File: src/logic/power_state_regs.vh
// Constants for the power-state controller: variants, states, timing
`ifndef POWER_STATE_REGS_VH
`define POWER_STATE_REGS_VH

// Variant codes
`define VAR_CORE_HI     3'h0
`define VAR_DVS_DDR     3'h1
`define VAR_LPDDR_500   3'h2
`define VAR_DVS_LPDDR   3'h3
`define VAR_BUCK4_OFF   3'h4

// One-hot power states
`define ST_OFF          5'h01
`define ST_HIBERNATE    5'h02
`define ST_LOWPOWER     5'h04
`define ST_ACTIVE       5'h08
`define ST_HIGHPERF     5'h10

// Rail vector bit positions
`define RAIL_BUCK1      0
`define RAIL_BUCK2      1
`define RAIL_BUCK3      2
`define RAIL_BUCK4      3
`define RAIL_LDO1       4
`define RAIL_LDO2       5
`define RAIL_W          6

// Reset values
`define RAILS_RESET     6'h00
`define MODE_RESET      4'h0

// Timing in microseconds; clock rate in MHz
`define DEBOUNCE_US     500
`define DEGLITCH_US     10
`define RESET_DELAY_US  16000
`define CLK_MHZ         250

// Cycle counts derived from the clock rate
`define DEBOUNCE_CYC    (`DEBOUNCE_US * `CLK_MHZ)
`define DEGLITCH_CYC    (`DEGLITCH_US * `CLK_MHZ)
`define RESET_DELAY_CYC (`RESET_DELAY_US * `CLK_MHZ)

// Voltage codes in millivolts
`define MV_3V3          16'h0CE4
`define MV_1V25         16'h04E2
`define MV_1V15         16'h047E
`define MV_1V8          16'h0708
`define MV_OFF          16'h0000

// Switching frequency
`define FSW_NOM_KHZ     2000
`define FSW_DISP_MAX    8'h21
`define FSW_DISP_MIN    8'hDF
`endif

File: src/logic/power_state_controller.v
// Power-state decoder, start debounce and reset release control
`timescale 1ns/10ps
`include "power_state_regs.vh"

module power_state_controller #(
    parameter [2:0]  VARIANT       = `VAR_DVS_LPDDR,
    parameter        DEBOUNCE_CYC  = `DEBOUNCE_CYC,
    parameter        DEGLITCH_CYC  = `DEGLITCH_CYC,
    parameter        RESET_DLY_CYC = `RESET_DELAY_CYC,
    parameter        PRESS_TO_CYC  = 32'h000F4240,
    parameter        WAKE_CYC      = 32'h0003D090
) (
    // Clock and reset
    input  wire        clk,
    input  wire        rst_n,
    // Push-button start input and open-drain event output
    input  wire        pushbuttonStartIn,
    output wire        startEventOut,
    output wire        startEventOe_n,
    // Host mode inputs
    input  wire        powerHoldIn,
    input  wire        lowPowerRequestIn,
    input  wire        highPerfRequestIn,
    // Software control bits
    input  wire        highPerfUnmaskBit,
    input  wire        buck4SwEnable,
    input  wire        ldo2SwEnable,
    input  wire [7:0]  freqDisplacement,
    input  wire        autoWakeRequest,
    // Fault inputs
    input  wire        supplyUndervoltage,
    input  wire        systemFault,
    input  wire        buckOvercurrent,
    // Serial clock, never driven
    input  wire        serialClockIn,
    // Reset output, open drain
    output wire        systemResetOut,
    output wire        systemResetOe_n,
    // Rail controls
    output reg  [5:0]  railEnable_reg,
    output reg  [3:0]  forcedPwmSwitching_reg,
    output reg         buck4HighVoltage_reg,
    output reg  [7:0]  freqDisplacement_reg,
    output reg  [4:0]  powerState_reg,
    output reg         pushTimeout_reg,
    // Variant defaults in millivolts
    output reg  [15:0] buck1Mv_reg,
    output reg  [15:0] buck3Mv_reg,
    output reg  [15:0] buck4Mv_reg,
    output reg  [15:0] ldo2Mv_reg
);

    // ==============================================================
    // Synchronisers and filters
    reg  [3:0]  syncA_reg;
    reg  [3:0]  syncB_reg;
    reg  [2:0]  modeCand_reg;
    reg  [2:0]  modeStable_reg;
    reg  [31:0] glitchCnt_reg;
    reg  [31:0] debCnt_reg;
    reg         startValid_reg;

    wire        startLowNow = ~syncB_reg[3];
    // Mask applied before filtering so that unmasking is also filtered
    wire [2:0]  modeRaw = {syncB_reg[2],
                           syncB_reg[1],
                           syncB_reg[0] & highPerfUnmaskBit};

    always @(posedge clk or negedge rst_n) begin
        if (!rst_n) begin
            // Button idles high, mode inputs idle low: no false request
            syncA_reg <= 4'h8;
            syncB_reg <= 4'h8;
        end else begin
            syncA_reg <= {pushbuttonStartIn, powerHoldIn,
                          lowPowerRequestIn, highPerfRequestIn};
            syncB_reg <= syncA_reg;
        end
    end

    always @(posedge clk or negedge rst_n) begin
        if (!rst_n) begin
            modeCand_reg   <= 3'h0;
            modeStable_reg <= 3'h0;
            glitchCnt_reg  <= 32'h0;
        end else if (modeRaw != modeCand_reg) begin
            modeCand_reg  <= modeRaw;
            glitchCnt_reg <= 32'h0;
        end else if (glitchCnt_reg < DEGLITCH_CYC - 1) begin
            glitchCnt_reg <= glitchCnt_reg + 32'h1;
        end else begin
            modeStable_reg <= modeCand_reg;
        end
    end

    // Debounce: a press counts once low for the whole interval
    always @(posedge clk or negedge rst_n) begin
        if (!rst_n) begin
            debCnt_reg     <= 32'h0;
            startValid_reg <= 1'b0;
        end else begin
            if (!startLowNow) begin
                debCnt_reg     <= 32'h0;
                startValid_reg <= 1'b0;
            end else if (debCnt_reg < DEBOUNCE_CYC) begin
                debCnt_reg <= debCnt_reg + 32'h1;
            end else begin
                startValid_reg <= 1'b1;
            end
        end
    end

    // ==============================================================
    // Start event mirror and wake pulse
    reg  [31:0] wakeCnt_reg;
    wire        waking = (wakeCnt_reg != 32'h0);

    always @(posedge clk or negedge rst_n) begin
        if (!rst_n)
            wakeCnt_reg <= 32'h0;
        else if (autoWakeRequest && !waking)
            wakeCnt_reg <= WAKE_CYC;
        else if (waking)
            wakeCnt_reg <= wakeCnt_reg - 32'h1;
    end

    // Mirror keeps following presses even while a sequence runs
    assign startEventOut  = 1'b0;
    assign startEventOe_n = ~(startLowNow | waking);

    // ==============================================================
    // Sequencer
    localparam SQ_IDLE  = 4'h1;
    localparam SQ_WAIT  = 4'h2;
    localparam SQ_RUN   = 4'h4;
    localparam SQ_DOWN  = 4'h8;

    reg  [3:0]  seq_reg;
    reg  [3:0]  seq_next;
    reg  [31:0] rstCnt_reg;
    reg  [31:0] pressCnt_reg;
    reg         resetRelease_reg;

    wire        holdHigh = modeStable_reg[2];
    wire        fault    = supplyUndervoltage | systemFault |
                           buckOvercurrent;
    wire        wakeStart = startValid_reg | waking;

    always @* begin
        seq_next = seq_reg;
        case (seq_reg)
            SQ_IDLE: begin
                if (wakeStart || holdHigh)
                    seq_next = SQ_WAIT;
            end
            // Start presses are not looked at here
            SQ_WAIT: begin
                if (rstCnt_reg >= RESET_DLY_CYC - 1)
                    seq_next = holdHigh ? SQ_RUN : SQ_DOWN;
            end
            SQ_RUN: begin
                if (!holdHigh || pushTimeout_reg)
                    seq_next = SQ_DOWN;
            end
            SQ_DOWN: begin
                if (!startLowNow)
                    seq_next = SQ_IDLE;
            end
            default: seq_next = SQ_IDLE;
        endcase
    end

    always @(posedge clk or negedge rst_n) begin
        if (!rst_n) begin
            seq_reg          <= SQ_IDLE;
            rstCnt_reg       <= 32'h0;
            pressCnt_reg     <= 32'h0;
            pushTimeout_reg  <= 1'b0;
            resetRelease_reg <= 1'b0;
        end else begin
            seq_reg <= seq_next;
            if (seq_reg == SQ_WAIT)
                rstCnt_reg <= rstCnt_reg + 32'h1;
            else
                rstCnt_reg <= 32'h0;
            // Run-time press only times out; otherwise no action
            if (seq_reg == SQ_RUN && startLowNow) begin
                if (pressCnt_reg < PRESS_TO_CYC)
                    pressCnt_reg <= pressCnt_reg + 32'h1;
                else
                    pushTimeout_reg <= 1'b1;
            end else begin
                pressCnt_reg    <= 32'h0;
                pushTimeout_reg <= 1'b0;
            end
            resetRelease_reg <= (seq_next == SQ_RUN);
        end
    end

    // ==============================================================
    // Power-state decoder
    reg  [4:0]  state_next;
    reg         running;

    always @* begin
        running    = (seq_reg == SQ_RUN) || (seq_reg == SQ_WAIT);
        state_next = powerState_reg;
        case (modeStable_reg)
            3'h0: state_next = `ST_OFF;
            3'h2: state_next = `ST_HIBERNATE;
            3'h6: state_next = `ST_LOWPOWER;
            3'h4: state_next = `ST_ACTIVE;
            3'h5: state_next = `ST_HIGHPERF;
            default: state_next = powerState_reg;
        endcase
        // Higher states are only reachable through the sequencer
        if (!running && state_next != `ST_HIBERNATE)
            state_next = `ST_OFF;
        // Hibernate survives a turn-off so its rails never blink off
        if (seq_reg == SQ_DOWN && state_next != `ST_HIBERNATE)
            state_next = `ST_OFF;
    end

    // Variant flags
    wire b4Excluded = (VARIANT == `VAR_CORE_HI) ||
                      (VARIANT == `VAR_BUCK4_OFF);
    wire b4Hibern   = (VARIANT == `VAR_LPDDR_500);
    wire ldo2Boot   = (VARIANT == `VAR_DVS_LPDDR);
    wire dvsVariant = (VARIANT == `VAR_DVS_DDR) ||
                      (VARIANT == `VAR_DVS_LPDDR);

    reg  [5:0]  rails_next;
    reg  [3:0]  pwm_next;

    always @* begin
        rails_next = `RAILS_RESET;
        pwm_next   = `MODE_RESET;
        case (powerState_reg)
            `ST_OFF: begin
                rails_next = `RAILS_RESET;
            end
            `ST_HIBERNATE: begin
                rails_next[`RAIL_BUCK2] = 1'b1;
                rails_next[`RAIL_BUCK4] = 1'b1;
            end
            `ST_LOWPOWER: begin
                rails_next = 6'h1F;
            end
            `ST_ACTIVE, `ST_HIGHPERF: begin
                rails_next = 6'h1F;
                pwm_next   = 4'hF;
            end
            default: rails_next = `RAILS_RESET;
        endcase
        if (powerState_reg != `ST_OFF) begin
            if (b4Excluded)
                rails_next[`RAIL_BUCK4] = buck4SwEnable &
                    (powerState_reg != `ST_HIBERNATE);
            if (b4Hibern && powerState_reg == `ST_HIBERNATE)
                rails_next[`RAIL_BUCK4] = 1'b1;
            if (powerState_reg != `ST_HIBERNATE)
                rails_next[`RAIL_LDO2] = ldo2Boot | ldo2SwEnable;
        end
    end

    // Displacement clamp keeps the switching rate within range
    wire        dispNeg  = freqDisplacement[7];
    wire [7:0]  dispClip = (!dispNeg && freqDisplacement > `FSW_DISP_MAX)
                           ? `FSW_DISP_MAX
                           : (dispNeg && freqDisplacement < `FSW_DISP_MIN)
                           ? `FSW_DISP_MIN : freqDisplacement;

    always @(posedge clk or negedge rst_n) begin
        if (!rst_n) begin
            powerState_reg         <= `ST_OFF;
            railEnable_reg         <= `RAILS_RESET;
            forcedPwmSwitching_reg <= `MODE_RESET;
            buck4HighVoltage_reg   <= 1'b0;
            freqDisplacement_reg   <= 8'h00;
        end else begin
            powerState_reg         <= state_next;
            railEnable_reg         <= rails_next;
            forcedPwmSwitching_reg <= pwm_next;
            buck4HighVoltage_reg   <= dvsVariant &&
                                      (powerState_reg == `ST_HIGHPERF);
            freqDisplacement_reg   <= dispClip;
        end
    end

    // Variant voltage defaults taken once after reset release
    reg loaded_reg;
    always @(posedge clk or negedge rst_n) begin
        if (!rst_n) begin
            loaded_reg  <= 1'b0;
            buck1Mv_reg <= `MV_OFF;
            buck3Mv_reg <= `MV_OFF;
            buck4Mv_reg <= `MV_OFF;
            ldo2Mv_reg  <= `MV_OFF;
        end else if (!loaded_reg) begin
            loaded_reg  <= 1'b1;
            buck1Mv_reg <= `MV_3V3;
            buck3Mv_reg <= (VARIANT == `VAR_CORE_HI ||
                            VARIANT == `VAR_LPDDR_500)
                           ? `MV_1V25 : `MV_1V15;
            buck4Mv_reg <= b4Excluded ? `MV_OFF :
                           b4Hibern ? `MV_1V8 : `MV_1V15;
            ldo2Mv_reg  <= ldo2Boot ? `MV_1V8 : `MV_OFF;
        end
    end

    // ==============================================================
    // Reset output: fault or hibernate pulls low at once
    wire resetLow = fault || !resetRelease_reg ||
                    (powerState_reg == `ST_HIBERNATE) ||
                    (powerState_reg == `ST_OFF);
    assign systemResetOut  = 1'b0;
    assign systemResetOe_n = ~resetLow;

endmodule // power_state_controller

File: config.mk
export PLATFORM = sky130hd
export DESIGN_NAME = power_state_controller
export DESIGN_NICKNAME = d
export VERILOG_FILES = /design/src/logic/power_state_controller.v
export VERILOG_INCLUDE_DIRS = /design/src /design/src/logic
export SDC_FILE = /design/constraint.sdc
export NUM_CORES = 1
export LEC_CHECK = 0
export BUFFER_PORTS_ARGS = -buffer_cell sky130_fd_sc_hd__clkbuf_2
export CAP_MARGIN = 15
export CORE_MARGIN = 3
export CORE_UTILIZATION = 65
export CTS_BUF_LIST = sky130_fd_sc_hd__clkbuf_8
export DETAILED_ROUTE_END_ITERATION = 8
export HOLD_SLACK_MARGIN = 0.03
export PLACE_DENSITY = 0.95
export SYNTH_ARGS = -nofsm -noshare
export SYNTH_HDL_FRONTEND = slang
export SYNTH_SLANG_ARGS = --single-unit
File: constraint.sdc
create_clock -name clk -period 5.8 [get_ports clk]
set_clock_uncertainty 0.15 [all_clocks]
set_input_delay 0.58 -clock clk [delete_from_list [all_inputs] [get_ports clk]]
set_output_delay 0.58 -clock clk [all_outputs]
set_load 0.05 [all_outputs]
After elaboration in Yosys (flattened, before gate mapping). Index checks and enable logic that the tools add are counted.

Flip-flop bits (word level): 209. Bits of input ports: 22. Output and inout bits: 93.

Muxes and demuxes: 30. Reductions and logical operators: 26. $lt $le $gt $ge: 6. Equality and inequality tests: 22. Bitwise logic cells: 10. $add $sub $neg: 5.

Operators by type and width (number): two-way mux 32 bit (9); adder 32 x 1 -> 32 bit (second input constant) (4); greater-or-equal comparator 32 x 22 -> 1 bit (second input constant) (1); < comparator 32 x 12 -> 1 bit (second input constant) (1); < comparator 32 x 17 -> 1 bit (second input constant) (1); < comparator 32 x 20 -> 1 bit (second input constant) (1); nonzero test 32 bit (1); subtractor 32 x 1 -> 32 bit (second input constant) (1); case mux 5 bit (5 select lines) (1); two-way mux 4 bit (6); two-way mux 8 bit (2); case mux 4 bit (4 select lines) (1); != test 5 x 2 -> 1 bit (second input constant) (3); two-way mux 5 bit (2); equality test 3 bit (second input constant) (3); two-way mux 1 bit (9); equality test 4 x 3 -> 1 bit (second input constant) (2); > comparator 8 x 6 -> 1 bit (second input constant) (1); < comparator 8 bit (second input constant) (1); logical AND 1 bit (6); logical OR 1 bit (6); nonzero test 2 bit (3); equality test 5 x 1 -> 1 bit (second input constant) (1); equality test 5 x 2 -> 1 bit (second input constant) (1); 20 further kinds (32).

Depth between registers and ports, before layout.
Depth after elaboration: 8. Depth in mapped cells: 8. Gate-level depth less buffers: 7.

Worst setup path before layout. OpenSTA, ideal clock, no wires.

Path type: flip-flop to output port. Start point: register wakeCnt_reg[5]. End point: output startEventOe_n. Path buffers: 2. Arrival: 2.485 ns. Stages on the path, launching flop included: 7. Path slack: 2.585 ns. Cell sequence: dfrtp_1 or4_4 or3_1 buf_6 nor4_2 buf_2 and2_1.

Cells in the longest elaborated chain, start to end: 3.

Ends and longest elaborated chain: from (decl) (line power_state_controller.v:115) `reg [31:0] wakeCnt_reg;`; from (signal assigned) (line power_state_controller.v:124) `wakeCnt_reg <= wakeCnt_reg - 32'h1;`; nonzero test 32 bit (line power_state_controller.v:116) `wire waking = (wakeCnt_reg != 32'h0);`; bitwise OR 1 bit (line power_state_controller.v:129) `assign startEventOe_n = ~(startLowNow | waking);`; NOT 1 bit (line power_state_controller.v:129); to (decl) (line power_state_controller.v:19) `output wire startEventOe_n,`.

No other way between the ends.

Worst setup path after layout. Ends and elaborated chain as after synthesis.

==> out/metrics.yaml <==
clock_tree:
  clock_sinks: 201
  postCtsSetupBuffers: 0
  ctsResizeCount: 0
  htree_levels: 1
  cts_tree: "yes"
  clkLatencyLatePin_ps: 570
  clk_pin_slew_ps: 60
  cts-buffers-inserted: 31
  cts_hold_buf: 5
  root_buffer: "clkbuf_8"
  clockBufferDepth: 3
floorplanning:
  num_rows: 43
  dieWidth_um: 128
  design.portCount: 115
  dieArea_sq_um: 16300
  die_y_um: 128
  core_area_sq_um: 14200
  start_util_pct: 68.0
synth:
  synth-seq-area-share_pct: 52.2
  yosys-top-cells-area: "dfrtp_1 51%, buf_4 5.5%, xor2_1 3.4%"
  synth_area_sq_um: 9650
  synth_top_area_share_pct: 51.1
  netlist.top_cell.by_area: "dfrtp_1"
  avgSynthCellArea_sq_um: 10.2
  ys_warn_count: 0
  synth_cells: 945
  yosysUniqueCellTypes: 62
  synth_ff_type: "dfrtp_1"
  ys_async_sr_fraction_pct: 100
  yosys_register_bits: 201
  synth-edff-count: 0
route:
  postRouteWirelength_um: 18700
  via_per_inst: 6.00
  wl_per_cell_um: 15.8
  drt_pass1_iterations: 5
  drc: 0
  first_iter_violations: 572
  vias: 7137
  ant_nets: 0
sta:
  rsz0062_at_grt: "no"
  fin_crit_sh_pct: 65.0
  drv_slew: 0
  tns_ps: 0
  hold_viol: 0
  period_needed_ps: 3770
  whs_ps: 88.2
  worst_pin_slew_ps: 1060
  setup_viol: 0
  max_slew_margin_pct: 29.1
  fmax_mhz: 265
placed_design:
  gp_congestion: 0.841
  placedCellCount: 1132
  port_buffers: 69
  hpwl_um: 12100
critical_path:
  end_kind: "primary output"
  worstPathArrival_ps: 3040
  worstPathRequired_ps: 5070
  worstSetupPathType: "reg2out"
  cp-start-kind: "register"
  critPathMaxFanout: 13
final_layout:
  layout.nets: 1019
  areaGrowthSynthToFinish_pct: 8.15
  final_cells: 1190
  antennaDiodeCount: 0
  drive_gt1_share_pct: 14.3
pwr:
  p_per_area_nw_per_um2: 264
  max-vdd-ir-drop_uv: 219
  leakagePower_uw: 0.00492
global_route:
  antenna_found_initial: 0
  grt_use_total_pct: 23.1
  grt_pass1_wl_um: 31900
  grt_max_degree: 77
  overflow: 0
  grt_pass1_vias: 6741
flow_run:
  max-cap-violations: 0
min_path:
  min_path_type: "in2reg"
outcome:
  status: "completed"
-- critical path: stages (launching register included) --
cell      delay (ps)
dfrtp_1          430
or4_4            590
or3_1            530
nor4_2           300
buf_4            230
and2_1           140
clkbuf_2         270
-- layout make-up --
class                           count  area [sq um]
Fill cell                         954          3760
Tap cell                          180           225
Timing Repair Buffer               79           445
Clock buffer                       41           564
Multi-Input combinational cell    660          4030
Inverter                           18          67.6
Sequential cell                   201          5030
Clock inverter                     11          76.3
-- cells by family after synthesis --
logic type,count (synthesis),synth area share (%)
and+or+nand+nor,402,23.2
DFF,201,52.2
AOI/OAI and AO/OA,127,8.36
buffers and inverters,125,7.73
xor gates and xnor gates,68,6.17
muxes,14,1.53
adders and majority gates,6,0.778
other,2,0.0778
-- report_power, final --
part / internal [uW] / leakage [uW] / total, uW / switching [uW]
combinational: 19.4 / 0.00187 / 140 / 120
sequential: 1410 / 0.00269 / 1430 / 10.9
clock: 670 / 0.000361 / 1190 / 523
-- routing by layer --
layer / track usage (%) / wire length, um
met4: 7.93 / 503
met5: 0 / 0
met1: 31.4 / 7960
met2: 38.0 / 9140
met3: 4.13 / 1150
-- layout by cell type (no fill, tap or decap), drive strengths merged, types with 3 or more instances in the layout --
master and count:
mux2i 8, or3 24, a21oi 28, dfstp 4, nor4b 7, o311ai 3, nor2 75, o31ai 5
o21ai 40, nor3 28, dlygate4sd3 5, xor2 37, and3 8, or4 16, nor2b 19, xnor2 31
nor4 44, nand2 55, o31a 3, inv 27, clkbuf 110, nand3 34, or2 6, a21o 4
nand4 18, ha 6, and2 40, a211oi 10, o211ai 10, nand2b 11, dfrtp 197, mux2 6
conb 43, buf 5, a31oi 5, and4 10, or4b 3
-- final timing paths --
path | start | to | slack [ps] | cells after the start
max in group asynchronous | rst_n | pressCnt_reg[17] | 3840 | 3
min reg2reg | syncA_reg[3] | syncB_reg[3] | 210 | 0
max | wakeCnt_reg[5] | startEventOe_n | 2030 | 6
min in group asynchronous | rst_n | wakeCnt_reg[9] | 450 | 2
min | freqDisplacement[0] | freqDisplacement_reg[0] | 90 | 2
max reg2reg | wakeCnt_reg[5] | seq_reg[0] | 2710 | 5
-- cell usage after synthesis (15+ instances only) --
cell type and n:
nor2_1 75, nor4_1 38, nor2b_1 19, and2_1 39
nand2_1 55, buf_4 71, inv_1 18, nor3_1 27
xor2_1 37, or3_1 24, clkbuf_1 33, nand4_1 18
nand3_1 34, o21ai_0 40, a21oi_1 28, dfrtp_1 197
xnor2_1 31, or4_1 15
-- through the flow --
step | utilization, % | worst slack, ps | area, sq um | power, uW
final | 73.5 | 2030 | 10400 | 2760
after global routing | 73.5 | 1850 | 10400 | 2870
after CTS | 73.4 | 1970 | 10400 | 2790
after detailed placement | 68.6 | 2590 | 9740 | 1590
after global placement | 68.6 | 2610 | 9740 | 1580
after floorplan | - | 2580 | 9810 | 1560
Power figures use the tool's default switching activity.
